--- config.mk ---
export PLATFORM = sky130hd
export DESIGN_NAME = srqh_top
export DESIGN_NICKNAME = d
export VERILOG_FILES = /design/src/inc/srqh_pkg.sv /design/src/hdl/srqh_top.sv
export SDC_FILE = /design/constraint.sdc
export NUM_CORES = 2
export LEC_CHECK = 0
export ABC_CLOCK_PERIOD_IN_PS = 4500
export BUFFER_PORTS_ARGS = -buffer_cell sky130_fd_sc_hd__buf_4
export CAP_MARGIN = 20
export CORE_AREA = 2 2 384 386
export CTS_CLUSTER_DIAMETER = 150
export DETAILED_ROUTE_END_ITERATION = 10
export DIE_AREA = 0 0 386 388
export GPL_ROUTABILITY_DRIVEN = 0
export PLACE_DENSITY = 0.49
export SETUP_SLACK_MARGIN = 0.02
export SLEW_MARGIN = 20
export SYNTH_ARGS = -nofsm -noshare
export SYNTH_HDL_FRONTEND = slang
export SYNTH_SLANG_ARGS = --single-unit
--- constraint.sdc ---
create_clock -name mclk -period 4.5 [get_ports mclk]
set_input_delay 0.225 -clock mclk [delete_from_list [all_inputs] [get_ports mclk]]
set_output_delay 0.225 -clock mclk [all_outputs]
set_load 0.01 [all_outputs]
--- src/inc/srqh_pkg.sv ---
package srqh_pkg;

  // Response codes written to the trailer
  localparam logic [7:0] RESP_OK          = 8'h00;
  localparam logic [7:0] RESP_OVERRUN     = 8'h01;
  localparam logic [7:0] RESP_ABORTED     = 8'h02;
  localparam logic [7:0] RESP_BAD_TARGET  = 8'h03;
  localparam logic [7:0] RESP_RESET       = 8'h04;
  localparam logic [7:0] RESP_BUSY        = 8'h05;
  localparam logic [7:0] RESP_TRANSPORT   = 8'h06;
  localparam logic [7:0] RESP_TARGET_FAIL = 8'h07;
  localparam logic [7:0] RESP_NEXUS       = 8'h08;
  localparam logic [7:0] RESP_FAILURE     = 8'h09;

  // Task attributes
  localparam logic [7:0] ATTR_SIMPLE          = 8'h00;
  localparam logic [7:0] ATTR_ORDERED         = 8'h01;
  localparam logic [7:0] ATTR_HEAD            = 8'h02;
  localparam logic [7:0] ATTR_AUTO_CONTINGENT = 8'h03;

  // Unit address bytes
  localparam logic [7:0] LUN_REPORT_B0 = 8'hc1;
  localparam logic [7:0] LUN_REPORT_B1 = 8'h01;
  localparam logic [7:0] LUN_FLAT_B0   = 8'h01;

  // Header byte offsets
  localparam logic [8:0] OFS_TAG  = 9'h008;
  localparam logic [8:0] OFS_ATTR = 9'h010;
  localparam logic [8:0] OFS_PRIO = 9'h011;
  localparam logic [8:0] OFS_CRN  = 9'h012;
  localparam logic [8:0] OFS_CDB  = 9'h013;
  localparam logic [8:0] PI_LEN   = 9'h008;
  localparam int         CDB_KEEP = 32;

  // Register byte addresses
  localparam logic [7:0] REG_CTRL   = 8'h00;
  localparam logic [7:0] REG_SENSE  = 8'h04;
  localparam logic [7:0] REG_CDB    = 8'h08;
  localparam logic [7:0] REG_MAXT   = 8'h0c;
  localparam logic [7:0] REG_STATUS = 8'h10;
  localparam logic [7:0] REG_DONE   = 8'h14;

  // Control bit positions
  localparam int CTRL_INOUT  = 0;
  localparam int CTRL_PI     = 3;
  localparam int CTRL_SIMPLE = 4;
  localparam int CTRL_DEVRST = 8;

  // Values after reset
  localparam logic [31:0] SENSE_RST = 32'h0000_0060;
  localparam logic [7:0]  CDB_RST   = 8'h20;
  localparam logic [7:0]  MAXT_RST  = 8'hff;

  typedef enum logic [5:0] {
    S_HDR    = 6'h01,
    S_DRAIN  = 6'h02,
    S_DECIDE = 6'h04,
    S_EXEC   = 6'h08,
    S_WAIT   = 6'h10,
    S_CPL    = 6'h20
  } srqh_fsm_t;

  typedef struct packed {
    logic [7:0]  data;
    logic        last;
    logic [3:0]  queue;
    logic [31:0] out_len;
    logic [31:0] in_len;
  } srqh_beat_t;

  typedef struct packed {
    logic [3:0]            queue;
    logic [63:0]           tag;
    logic                  report_luns;
    logic [7:0]            target;
    logic [13:0]           unit;
    logic [7:0]            attr;
    logic [7:0]            prio;
    logic [7:0]            crn;
    logic [7:0]            cdb_len;
    logic [31:0][7:0]      cdb;
    logic [31:0]           outgoing_protection_count;
    logic [31:0]           incoming_protection_count;
    logic [31:0]           out_len;
    logic [31:0]           in_len;
  } srqh_exec_t;

  typedef struct packed {
    logic [7:0]  status;
    logic [7:0]  resp;
    logic [15:0] qualifier;
    logic [31:0] sense_count;
    logic [31:0] data_length;
    logic [31:0] xfer_bytes;
  } srqh_tgt_t;

  typedef struct packed {
    logic [3:0]  queue;
    logic [63:0] tag;
    logic [31:0] sense_len;
    logic [31:0] residual;
    logic [15:0] qualifier;
    logic [7:0]  status;
    logic [7:0]  response;
  } srqh_cpl_t;

endpackage : srqh_pkg

--- src/hdl/srqh_top.sv ---
module srqh_top (
  input  wire logic              mclk,
  input  wire logic              rst,
  input  wire logic              hsel,
  input  wire logic [31:0]       haddr,
  input  wire logic [1:0]        htrans,
  input  wire logic              hwrite,
  input  wire logic [2:0]        hsize,
  input  wire logic [31:0]       hwdata,
  input  wire logic              hready,
  output logic                   hreadyout,
  output logic                   hresp,
  output logic [31:0]            hrdata,
  input  wire logic              req_valid,
  output logic                   req_ready,
  input  wire srqh_pkg::srqh_beat_t req,
  output logic                   exec_valid,
  input  wire logic              exec_ready,
  output srqh_pkg::srqh_exec_t   exec_cmd,
  output logic                   exec_cancel,
  input  wire logic              tgt_valid,
  output logic                   tgt_ready,
  input  wire srqh_pkg::srqh_tgt_t tgt,
  input  wire logic              tmf_abort,
  input  wire logic              tmf_reset,
  input  wire logic              unplug,
  output logic                   cpl_valid,
  input  wire logic              cpl_ready,
  output srqh_pkg::srqh_cpl_t    cpl
);

  typedef struct packed {
    srqh_pkg::srqh_fsm_t  fsm;
    logic [8:0]           idx;
    logic                 short_hdr;
    logic [7:0][7:0]      lun;
    srqh_pkg::srqh_exec_t cmd;
    srqh_pkg::srqh_cpl_t  cpl;
    logic                 cancel;
    logic                 f_inout;
    logic                 f_pi;
    logic                 map_simple;
    logic [31:0]          sense_size;
    logic [7:0]           cdb_size;
    logic [7:0]           max_target;
    logic                 rst_pend;
    logic [15:0]          done_cnt;
    logic [7:0]           last_resp;
    logic                 wr_pend;
    logic [7:0]           wr_addr;
    logic [31:0]          rdata;
  } srqh_state_t;

  srqh_state_t s_q;
  srqh_state_t s_d;

  // Header length depends on the configured block size and the feature
  function automatic logic [8:0] hdr_len(input logic [7:0] cdb, input logic pi);
    hdr_len = srqh_pkg::OFS_CDB + {1'b0, cdb} + (pi ? srqh_pkg::PI_LEN : 9'h000);
  endfunction : hdr_len

  function automatic logic is_report(input logic [7:0][7:0] l);
    is_report = l[0] == srqh_pkg::LUN_REPORT_B0 && l[1] == srqh_pkg::LUN_REPORT_B1 &&
                l[2] == 8'h00 && l[3] == 8'h00 && l[7:4] == 32'h0000_0000;
  endfunction : is_report

  function automatic logic is_flat(input logic [7:0][7:0] l);
    is_flat = l[0] == srqh_pkg::LUN_FLAT_B0 && l[7:4] == 32'h0000_0000;
  endfunction : is_flat

  logic ahb_go;
  logic both_dir;
  assign ahb_go   = hsel && htrans[1] && hready;
  assign both_dir = s_q.cmd.out_len != 32'h0 && s_q.cmd.in_len != 32'h0;

  // Next state: request parse, decision, target hand-off, completion, registers
  always_comb begin
    logic [8:0]  i;
    logic [8:0]  c;
    logic [8:0]  p;
    logic [8:0]  hl;
    logic [31:0] rd;
    i  = s_q.idx;
    c  = i - srqh_pkg::OFS_CDB;
    p  = c - {1'b0, s_q.cmd.cdb_len};
    hl = hdr_len(s_q.cmd.cdb_len, s_q.f_pi);
    rd = 32'h0000_0000;
    s_d = s_q;
    s_d.cancel = 1'b0;
    case (s_q.fsm)
      srqh_pkg::S_HDR: begin
        if (s_q.rst_pend && i == 9'h000) begin
          // Nothing outstanding, so the device reset takes effect now
          s_d.rst_pend   = 1'b0;
          s_d.sense_size = srqh_pkg::SENSE_RST;
          s_d.cdb_size   = srqh_pkg::CDB_RST;
        end else if (req_valid) begin
          if (i == 9'h000) begin
            s_d.cmd            = '0;
            s_d.cmd.queue      = req.queue;
            s_d.cmd.out_len    = req.out_len;
            s_d.cmd.in_len     = req.in_len;
            s_d.cmd.cdb_len    = s_q.cdb_size;
            s_d.short_hdr      = 1'b0;
            hl                 = hdr_len(s_q.cdb_size, s_q.f_pi);
          end
          // Header bytes are copied out, nothing is written back
          if (i < srqh_pkg::OFS_TAG) begin
            s_d.lun[i[2:0]] = req.data;
          end else if (i < srqh_pkg::OFS_ATTR) begin
            s_d.cmd.tag[8*i[2:0] +: 8] = req.data;
          end else if (i == srqh_pkg::OFS_ATTR) begin
            s_d.cmd.attr = s_q.map_simple ? srqh_pkg::ATTR_SIMPLE : req.data;
          end else if (i == srqh_pkg::OFS_PRIO) begin
            s_d.cmd.prio = req.data;
          end else if (i == srqh_pkg::OFS_CRN) begin
            s_d.cmd.crn = req.data;
          end else if (c < {1'b0, s_q.cmd.cdb_len}) begin
            if (c < 9'(srqh_pkg::CDB_KEEP)) begin
              s_d.cmd.cdb[c[4:0]] = req.data; // Bytes past 32 are consumed, not kept
            end
          end else if (p < 9'h004) begin
            s_d.cmd.outgoing_protection_count[8*p[1:0] +: 8] = req.data;
          end else begin
            s_d.cmd.incoming_protection_count[8*p[1:0] +: 8] = req.data;
          end
          s_d.idx = i + 9'h001;
          if (req.last) begin
            s_d.short_hdr = (i + 9'h001) != hl;
            s_d.fsm       = srqh_pkg::S_DECIDE;
          end else if ((i + 9'h001) == hl) begin
            s_d.fsm = srqh_pkg::S_DRAIN;
          end
        end
      end
      srqh_pkg::S_DRAIN: begin
        // Outgoing data after the header is skipped until the last beat; protection counts were already taken in S_HDR
        if (req_valid && req.last) begin
          s_d.fsm = srqh_pkg::S_DECIDE;
        end
      end
      srqh_pkg::S_DECIDE: begin
        s_d.idx           = 9'h000;
        s_d.cpl           = '0;
        s_d.cpl.queue     = s_q.cmd.queue;
        s_d.cpl.tag       = s_q.cmd.tag;
        s_d.cmd.target    = s_q.lun[1];
        s_d.cmd.unit      = {s_q.lun[2][5:0], s_q.lun[3]};
        s_d.cmd.report_luns = is_report(s_q.lun);
        s_d.fsm           = srqh_pkg::S_CPL;
        if (s_q.short_hdr || s_q.rst_pend) begin
          s_d.cpl.response = srqh_pkg::RESP_FAILURE;
        end else if (both_dir && !s_q.f_inout) begin
          s_d.cpl.response = srqh_pkg::RESP_FAILURE;
        end else if (is_report(s_q.lun)) begin
          s_d.fsm = srqh_pkg::S_EXEC;
        end else if (!is_flat(s_q.lun) || s_q.lun[1] > s_q.max_target) begin
          s_d.cpl.response = srqh_pkg::RESP_BAD_TARGET;
        end else begin
          s_d.fsm = srqh_pkg::S_EXEC;
        end
      end
      srqh_pkg::S_EXEC, srqh_pkg::S_WAIT: begin
        if (s_q.fsm == srqh_pkg::S_EXEC && exec_ready) begin
          s_d.fsm = srqh_pkg::S_WAIT;
        end
        if (s_q.fsm == srqh_pkg::S_WAIT && tgt_valid) begin
          // Target answer wins over a cancel in the same cycle
          s_d.fsm           = srqh_pkg::S_CPL;
          s_d.cpl.status    = tgt.status;
          s_d.cpl.qualifier = tgt.qualifier;
          s_d.cpl.sense_len = (tgt.sense_count > s_q.sense_size) ? s_q.sense_size : tgt.sense_count;
          s_d.cpl.residual  = (tgt.xfer_bytes > tgt.data_length) ? 32'h0 :
                              tgt.data_length - tgt.xfer_bytes;
          if ({1'b0, tgt.data_length} > {1'b0, s_q.cmd.out_len} + {1'b0, s_q.cmd.in_len}) begin
            s_d.cpl.response = srqh_pkg::RESP_OVERRUN;
          end else begin
            s_d.cpl.response = tgt.resp;
          end
        end else if (tmf_abort || tmf_reset || s_q.rst_pend) begin
          s_d.fsm          = srqh_pkg::S_CPL;
          s_d.cancel       = s_q.fsm == srqh_pkg::S_WAIT;
          s_d.cpl.response = tmf_abort ? srqh_pkg::RESP_ABORTED :
                             tmf_reset ? srqh_pkg::RESP_RESET : srqh_pkg::RESP_FAILURE;
        end
      end
      srqh_pkg::S_CPL: begin
        if (cpl_ready) begin
          s_d.fsm       = srqh_pkg::S_HDR;
          s_d.done_cnt  = s_q.done_cnt + 16'h0001;
          s_d.last_resp = s_q.cpl.response;
        end
      end
      default: begin
        s_d.fsm = srqh_pkg::S_HDR;
      end
    endcase
    // Register writes land in the data phase; a reset request set here beats its clear
    s_d.wr_pend = ahb_go && hwrite && hsize == 3'b010;
    s_d.wr_addr = haddr[7:0];
    if (s_q.wr_pend) begin
      case (s_q.wr_addr)
        srqh_pkg::REG_CTRL: begin
          s_d.f_inout    = hwdata[srqh_pkg::CTRL_INOUT];
          s_d.f_pi       = hwdata[srqh_pkg::CTRL_PI];
          s_d.map_simple = hwdata[srqh_pkg::CTRL_SIMPLE];
          if (hwdata[srqh_pkg::CTRL_DEVRST]) begin
            s_d.rst_pend = 1'b1;
          end
        end
        srqh_pkg::REG_SENSE: s_d.sense_size = hwdata;
        srqh_pkg::REG_CDB:   s_d.cdb_size   = hwdata[7:0];
        srqh_pkg::REG_MAXT:  s_d.max_target = hwdata[7:0];
        default: ;
      endcase
    end
    if (unplug) begin
      s_d.rst_pend = 1'b1;
    end
    // Read data sampled in the address phase; a write just before is not yet seen
    case (haddr[7:0])
      srqh_pkg::REG_CTRL: begin
        rd[srqh_pkg::CTRL_INOUT]  = s_q.f_inout;
        rd[srqh_pkg::CTRL_PI]     = s_q.f_pi;
        rd[srqh_pkg::CTRL_SIMPLE] = s_q.map_simple;
      end
      srqh_pkg::REG_SENSE:  rd = s_q.sense_size;
      srqh_pkg::REG_CDB:    rd = {24'h000000, s_q.cdb_size};
      srqh_pkg::REG_MAXT:   rd = {24'h000000, s_q.max_target};
      srqh_pkg::REG_STATUS: rd = {8'h00, s_q.cmd.crn, s_q.last_resp, 1'b0, s_q.rst_pend, s_q.fsm};
      srqh_pkg::REG_DONE:   rd = {16'h0000, s_q.done_cnt};
      default:              rd = 32'h0000_0000;
    endcase
    if (ahb_go && !hwrite) begin
      s_d.rdata = rd;
    end
  end

  // Single state register
  always_ff @(posedge mclk) begin
    if (rst) begin
      s_q            <= '0;
      s_q.fsm        <= srqh_pkg::S_HDR;
      s_q.sense_size <= srqh_pkg::SENSE_RST;
      s_q.cdb_size   <= srqh_pkg::CDB_RST;
      s_q.max_target <= srqh_pkg::MAXT_RST;
    end else begin
      s_q <= s_d;
    end
  end

  // Zero-wait slave, always OKAY
  assign hreadyout   = 1'b1;
  assign hresp       = 1'b0;
  assign hrdata      = s_q.rdata;
  assign req_ready   = (s_q.fsm == srqh_pkg::S_HDR && !(s_q.rst_pend && s_q.idx == 9'h000)) ||
                       s_q.fsm == srqh_pkg::S_DRAIN;
  assign exec_valid  = s_q.fsm == srqh_pkg::S_EXEC;
  assign exec_cmd    = s_q.cmd;
  assign exec_cancel = s_q.cancel;
  assign tgt_ready   = s_q.fsm == srqh_pkg::S_WAIT;
  assign cpl_valid   = s_q.fsm == srqh_pkg::S_CPL;
  assign cpl         = s_q.cpl;

  logic clean;
  assign clean = s_q.fsm == srqh_pkg::S_DECIDE && !s_q.short_hdr && !s_q.rst_pend;
endmodule : srqh_top

==> results by group <==
Run status
  – Status: finished, violations left
  – Violated checks: negative setup slack

Route
  – Via count: approximately 39,000
  – Initial drt markers: ~2,800
  – DRT Pass-1 Iters: 6
  – DR WL/cell: approximately 23 um
  – Drt drc: 0
  – WL final: around 180,000 um
  – Routed vias/inst: approximately 5.0
  – Detail Route Antenna Nets: 0

Power and ir drop
  – Total net switching power: 5774 uW
  – Combinational power share: 0.156
  – Power Internal: 14,070 uW
  – Clock power frac: 0.445
  – PD cells: around 370 mW/mm^2
  – Worst VDD drop: 0.2749 mV
  – Sequential share of power: 0.399
  – Sw frac: 0.2910
  – Static leakage: 0.02202 uW

Synthesis
  – Warnings, synthesis: 0
  – Asr flop ratio synth: 0
  – Sequential element share of the synthesized area: 0.3985
  – EDFF count, synth: 0
  – Avg Cell Area, Syn: slightly above 8 sq um
  – Mapped Cells: 5,248
  – Synth Register Bits: between 800 and 900
  – Top-area cell type share of the netlist area: 0.3985
  – Top cells by area, synth: dfxtp_1 40%, buf_4 12%, nand2_1 6.2%, a21oi_1 5.3%, ha_1 4.6%
  – Cell Area, Synth: 0.04366 sq mm
  – Netlist cell types: 96
  – Syn nets: about 5,700
  – Synth Flop Type: dfxtp_1
  – Yosys top cell by area: dfxtp_1

GRT
  – Vias in the first global route: about 37,000
  – Pin count of the biggest net entering global routing: approximately 190
  – Total congestion overflow: 0
  – Global-route wire length before repair: ~260,000 um
  – Gr usage total: 0.2290
  – Initial antenna violation count: 10

Finish
  – P&R area growth vs syn: 23.19%
  – Layout cells sized above 1: 0.2431
  – Final Util: 0.3704
  – Nets@finish: 6,114
  – Most common cell after layout, fill and taps aside: buf_4
  – Most frequent cells in the layout: 1,098 x buf_4, 865 x dfxtp_1, 718 x nand2_1

STA
  – Final setup TNS: -0.02917 ns
  – Max Slew Vio Count: 0
  – Hold Fails Final Rpt: 0
  – Unrepaired setup endpoints after global routing: yes
  – Final setup skew: between 0.04 and 0.05 ns
  – Fmax: 220.8 MHz
  – Final worst path period share: 1.006
  – # setup viols final: 1
  – Worst setup margin: -0.02917 ns
  – Min Clock Period, post-route: roughly 4.5 ns
  – Slew headroom: 0.2418
  – Slew of the pin with the lowest slew margin: around 1.1 ns

Job
  – Max-cap violations: 0

Setup path
  – CP endpoint kind: flop
  – Worst Path Required: a little over 5 ns
  – Crit-path max cell delay: between 0.4 and 0.5 ns
  – Critical path launch point type: flop
  – Crit-path cells: ha_4 -> fa_2 -> a21o_1 -> a21oi_2 -> o21bai_2 -> a211o_1 -> a31o_4 -> a21oi_4 -> buf_4 -> buf_4 -> o31ai_1 -> xnor2_1 -> ha_1 -> nand4_1 -> or4_1 -> o211ai_1 -> a31oi_1 -> o21a_1 -> o41a_1 -> o31ai_1 -> a31oi_1
  – Worst path slowest cell: or4_1
  – WP data arrival: around 5 ns
  – Worst Path Class, Setup: flop to flop
  – Crit-path max FO: 4

Die
  – Vert. Die Dim: 388 um
  – Initial Utilization: 0.3006
  – Core area: between 0.1 and 0.15 sq mm
  – FP Rows: 140
  – Die area: 0.1498 sq mm
  – Die X: 386 um
  – Ports: about 1,000

CTS
  – CTS Sinks: approximately 870
  – Total CTS buffers: just over 100
  – Reg clk slew, reported paths: around 0.06 ns
  – Clock Latency Late Sink: about 0.73 ns
  – # H-tree levels: 3
  – Longest Clk Path Bufs: 3
  – Clock Tree Root: clkbuf_16
  – CTS tree: done

Placement
  – PortBufs: 968
  – DP Wirelength: 133,900 um

Worst hold path
  – Hold Path Class: input pin to flop
-- per-stage QoR --
step | power [uW] | cells | setup WS (ns) | area, sq um | hold WS [ns]
finish | 19840 | 7673 | -0.02917 | 53780 | 0.05225
global route | 20580 | 7671 | -0.2317 | 53780 | 0.03278
CTS | 19990 | 7663 | 0.02765 | 53610 | 0.01405
detailed placement | 10970 | 7274 | -0.4292 | 47990 | 0.4430
global placement | 10960 | 7274 | -0.4755 | 47990 | 0.4371
floorplan | 9747 | 5248 | 0.03670 | 43660 | 0.3017
-- cell type report --
| class | count | area, sq um |
|---|---|---|
| Fill cell | 15060 | 91430 |
| Multi-Input combinational cell | 3277 | 19630 |
| Sequential cell | 869 | 17400 |
| Timing Repair Buffer | 1298 | 10300 |
| Clock buffer | 139 | 2943 |
| Tap cell | 1917 | 2399 |
| Clock inverter | 53 | 661.9 |
| Inverter | 114 | 427.9 |
| Antenna cell | 6 | 15.01 |
-- path summary, 6_finish.rpt --
check,depth (start not counted),startpoint,to,slack [ns]
setup / recovery,21,exec_cmd[32],cpl[0],-0.03
hold / removal,5,htrans[1],hrdata[30],0.05
setup reg to reg,21,exec_cmd[32],cpl[0],-0.03
hold reg to reg,2,exec_cmd[337],exec_cmd[337],0.45
-- cell families after synthesis --
family,after synthesis,synth area share
compound gates,1213,0.1744
xor+xnor,97,0.01963
fa+ha+maj,165,0.04780
buf+inv,1102,0.1570
flops,869,0.3985
mux,99,0.02281
other cells,2,0.0001720
simple gates,1701,0.1798
-- cell usage after synthesis (32+ instances only) --
master,instances
nand4_1,46
a21oi_1,459
a21o_1,47
mux2i_1,95
nor2_1,357
dfxtp_1,869
a32oi_1,32
xnor2_1,50
a22oi_1,125
inv_1,112
o21ai_0,245
nand2_1,721
nor3_1,66
ha_1,162
clkbuf_1,228
buf_4,707
nand3_1,257
buf_2,37
nor4_1,37
a22o_1,103
xor2_1,46
-- registers in the layout, indices dropped and copies added, names as in the netlist, named ones only --
| register | flops |
|---|---|
| s_q | 101 |
| exec_cmd | 507 |
| exec_cancel | 1 |
| cpl | 164 |
| hrdata | 32 |
-- power groups by stage --
stage	combinational [uW]	sequential [uW]	clock, uW
after detailed placement	2890	8070	0
after global placement	2890	8070	0
after global routing	3340	7910	9330
after floorplan	1710	8040	0
final	3100	7910	8830
after CTS	3060	7900	9030
-- layer usage --
layer | global-route usage | up-vias | routed length, um
met2 | 0.3735 | 1252 | 83210
met4 | 0.08341 | 2 | 6968
li1 | - | 18360 | -
met3 | 0.04353 | 312 | 10250
met5 | 0 | - | 11
met1 | 0.2985 | 18760 | 79370
-- timing repair --
item	4_1_cts	5_1_grt
setup endpoints to repair	8	28
setup buffers	5	3
gates resized for setup	11	29
hold buffers	192	0
pin swaps	6	11
endpoints found under the hold margin	273	0
-- critical path: cells and delay by family (launching register included) --
| family | cells | cell delay (ns) |
|---|---|---|
| xor gates and xnor gates | 1 | 0.15 |
| DFF | 1 | 0.33 |
| buffers and inverters | 2 | 0.25 |
| adders and majority gates | 3 | 0.81 |
| AOI/OAI and AO/OA | 13 | 2.24 |
| and+or+nand+nor | 2 | 0.59 |
(Power assumes the default switching activity.)
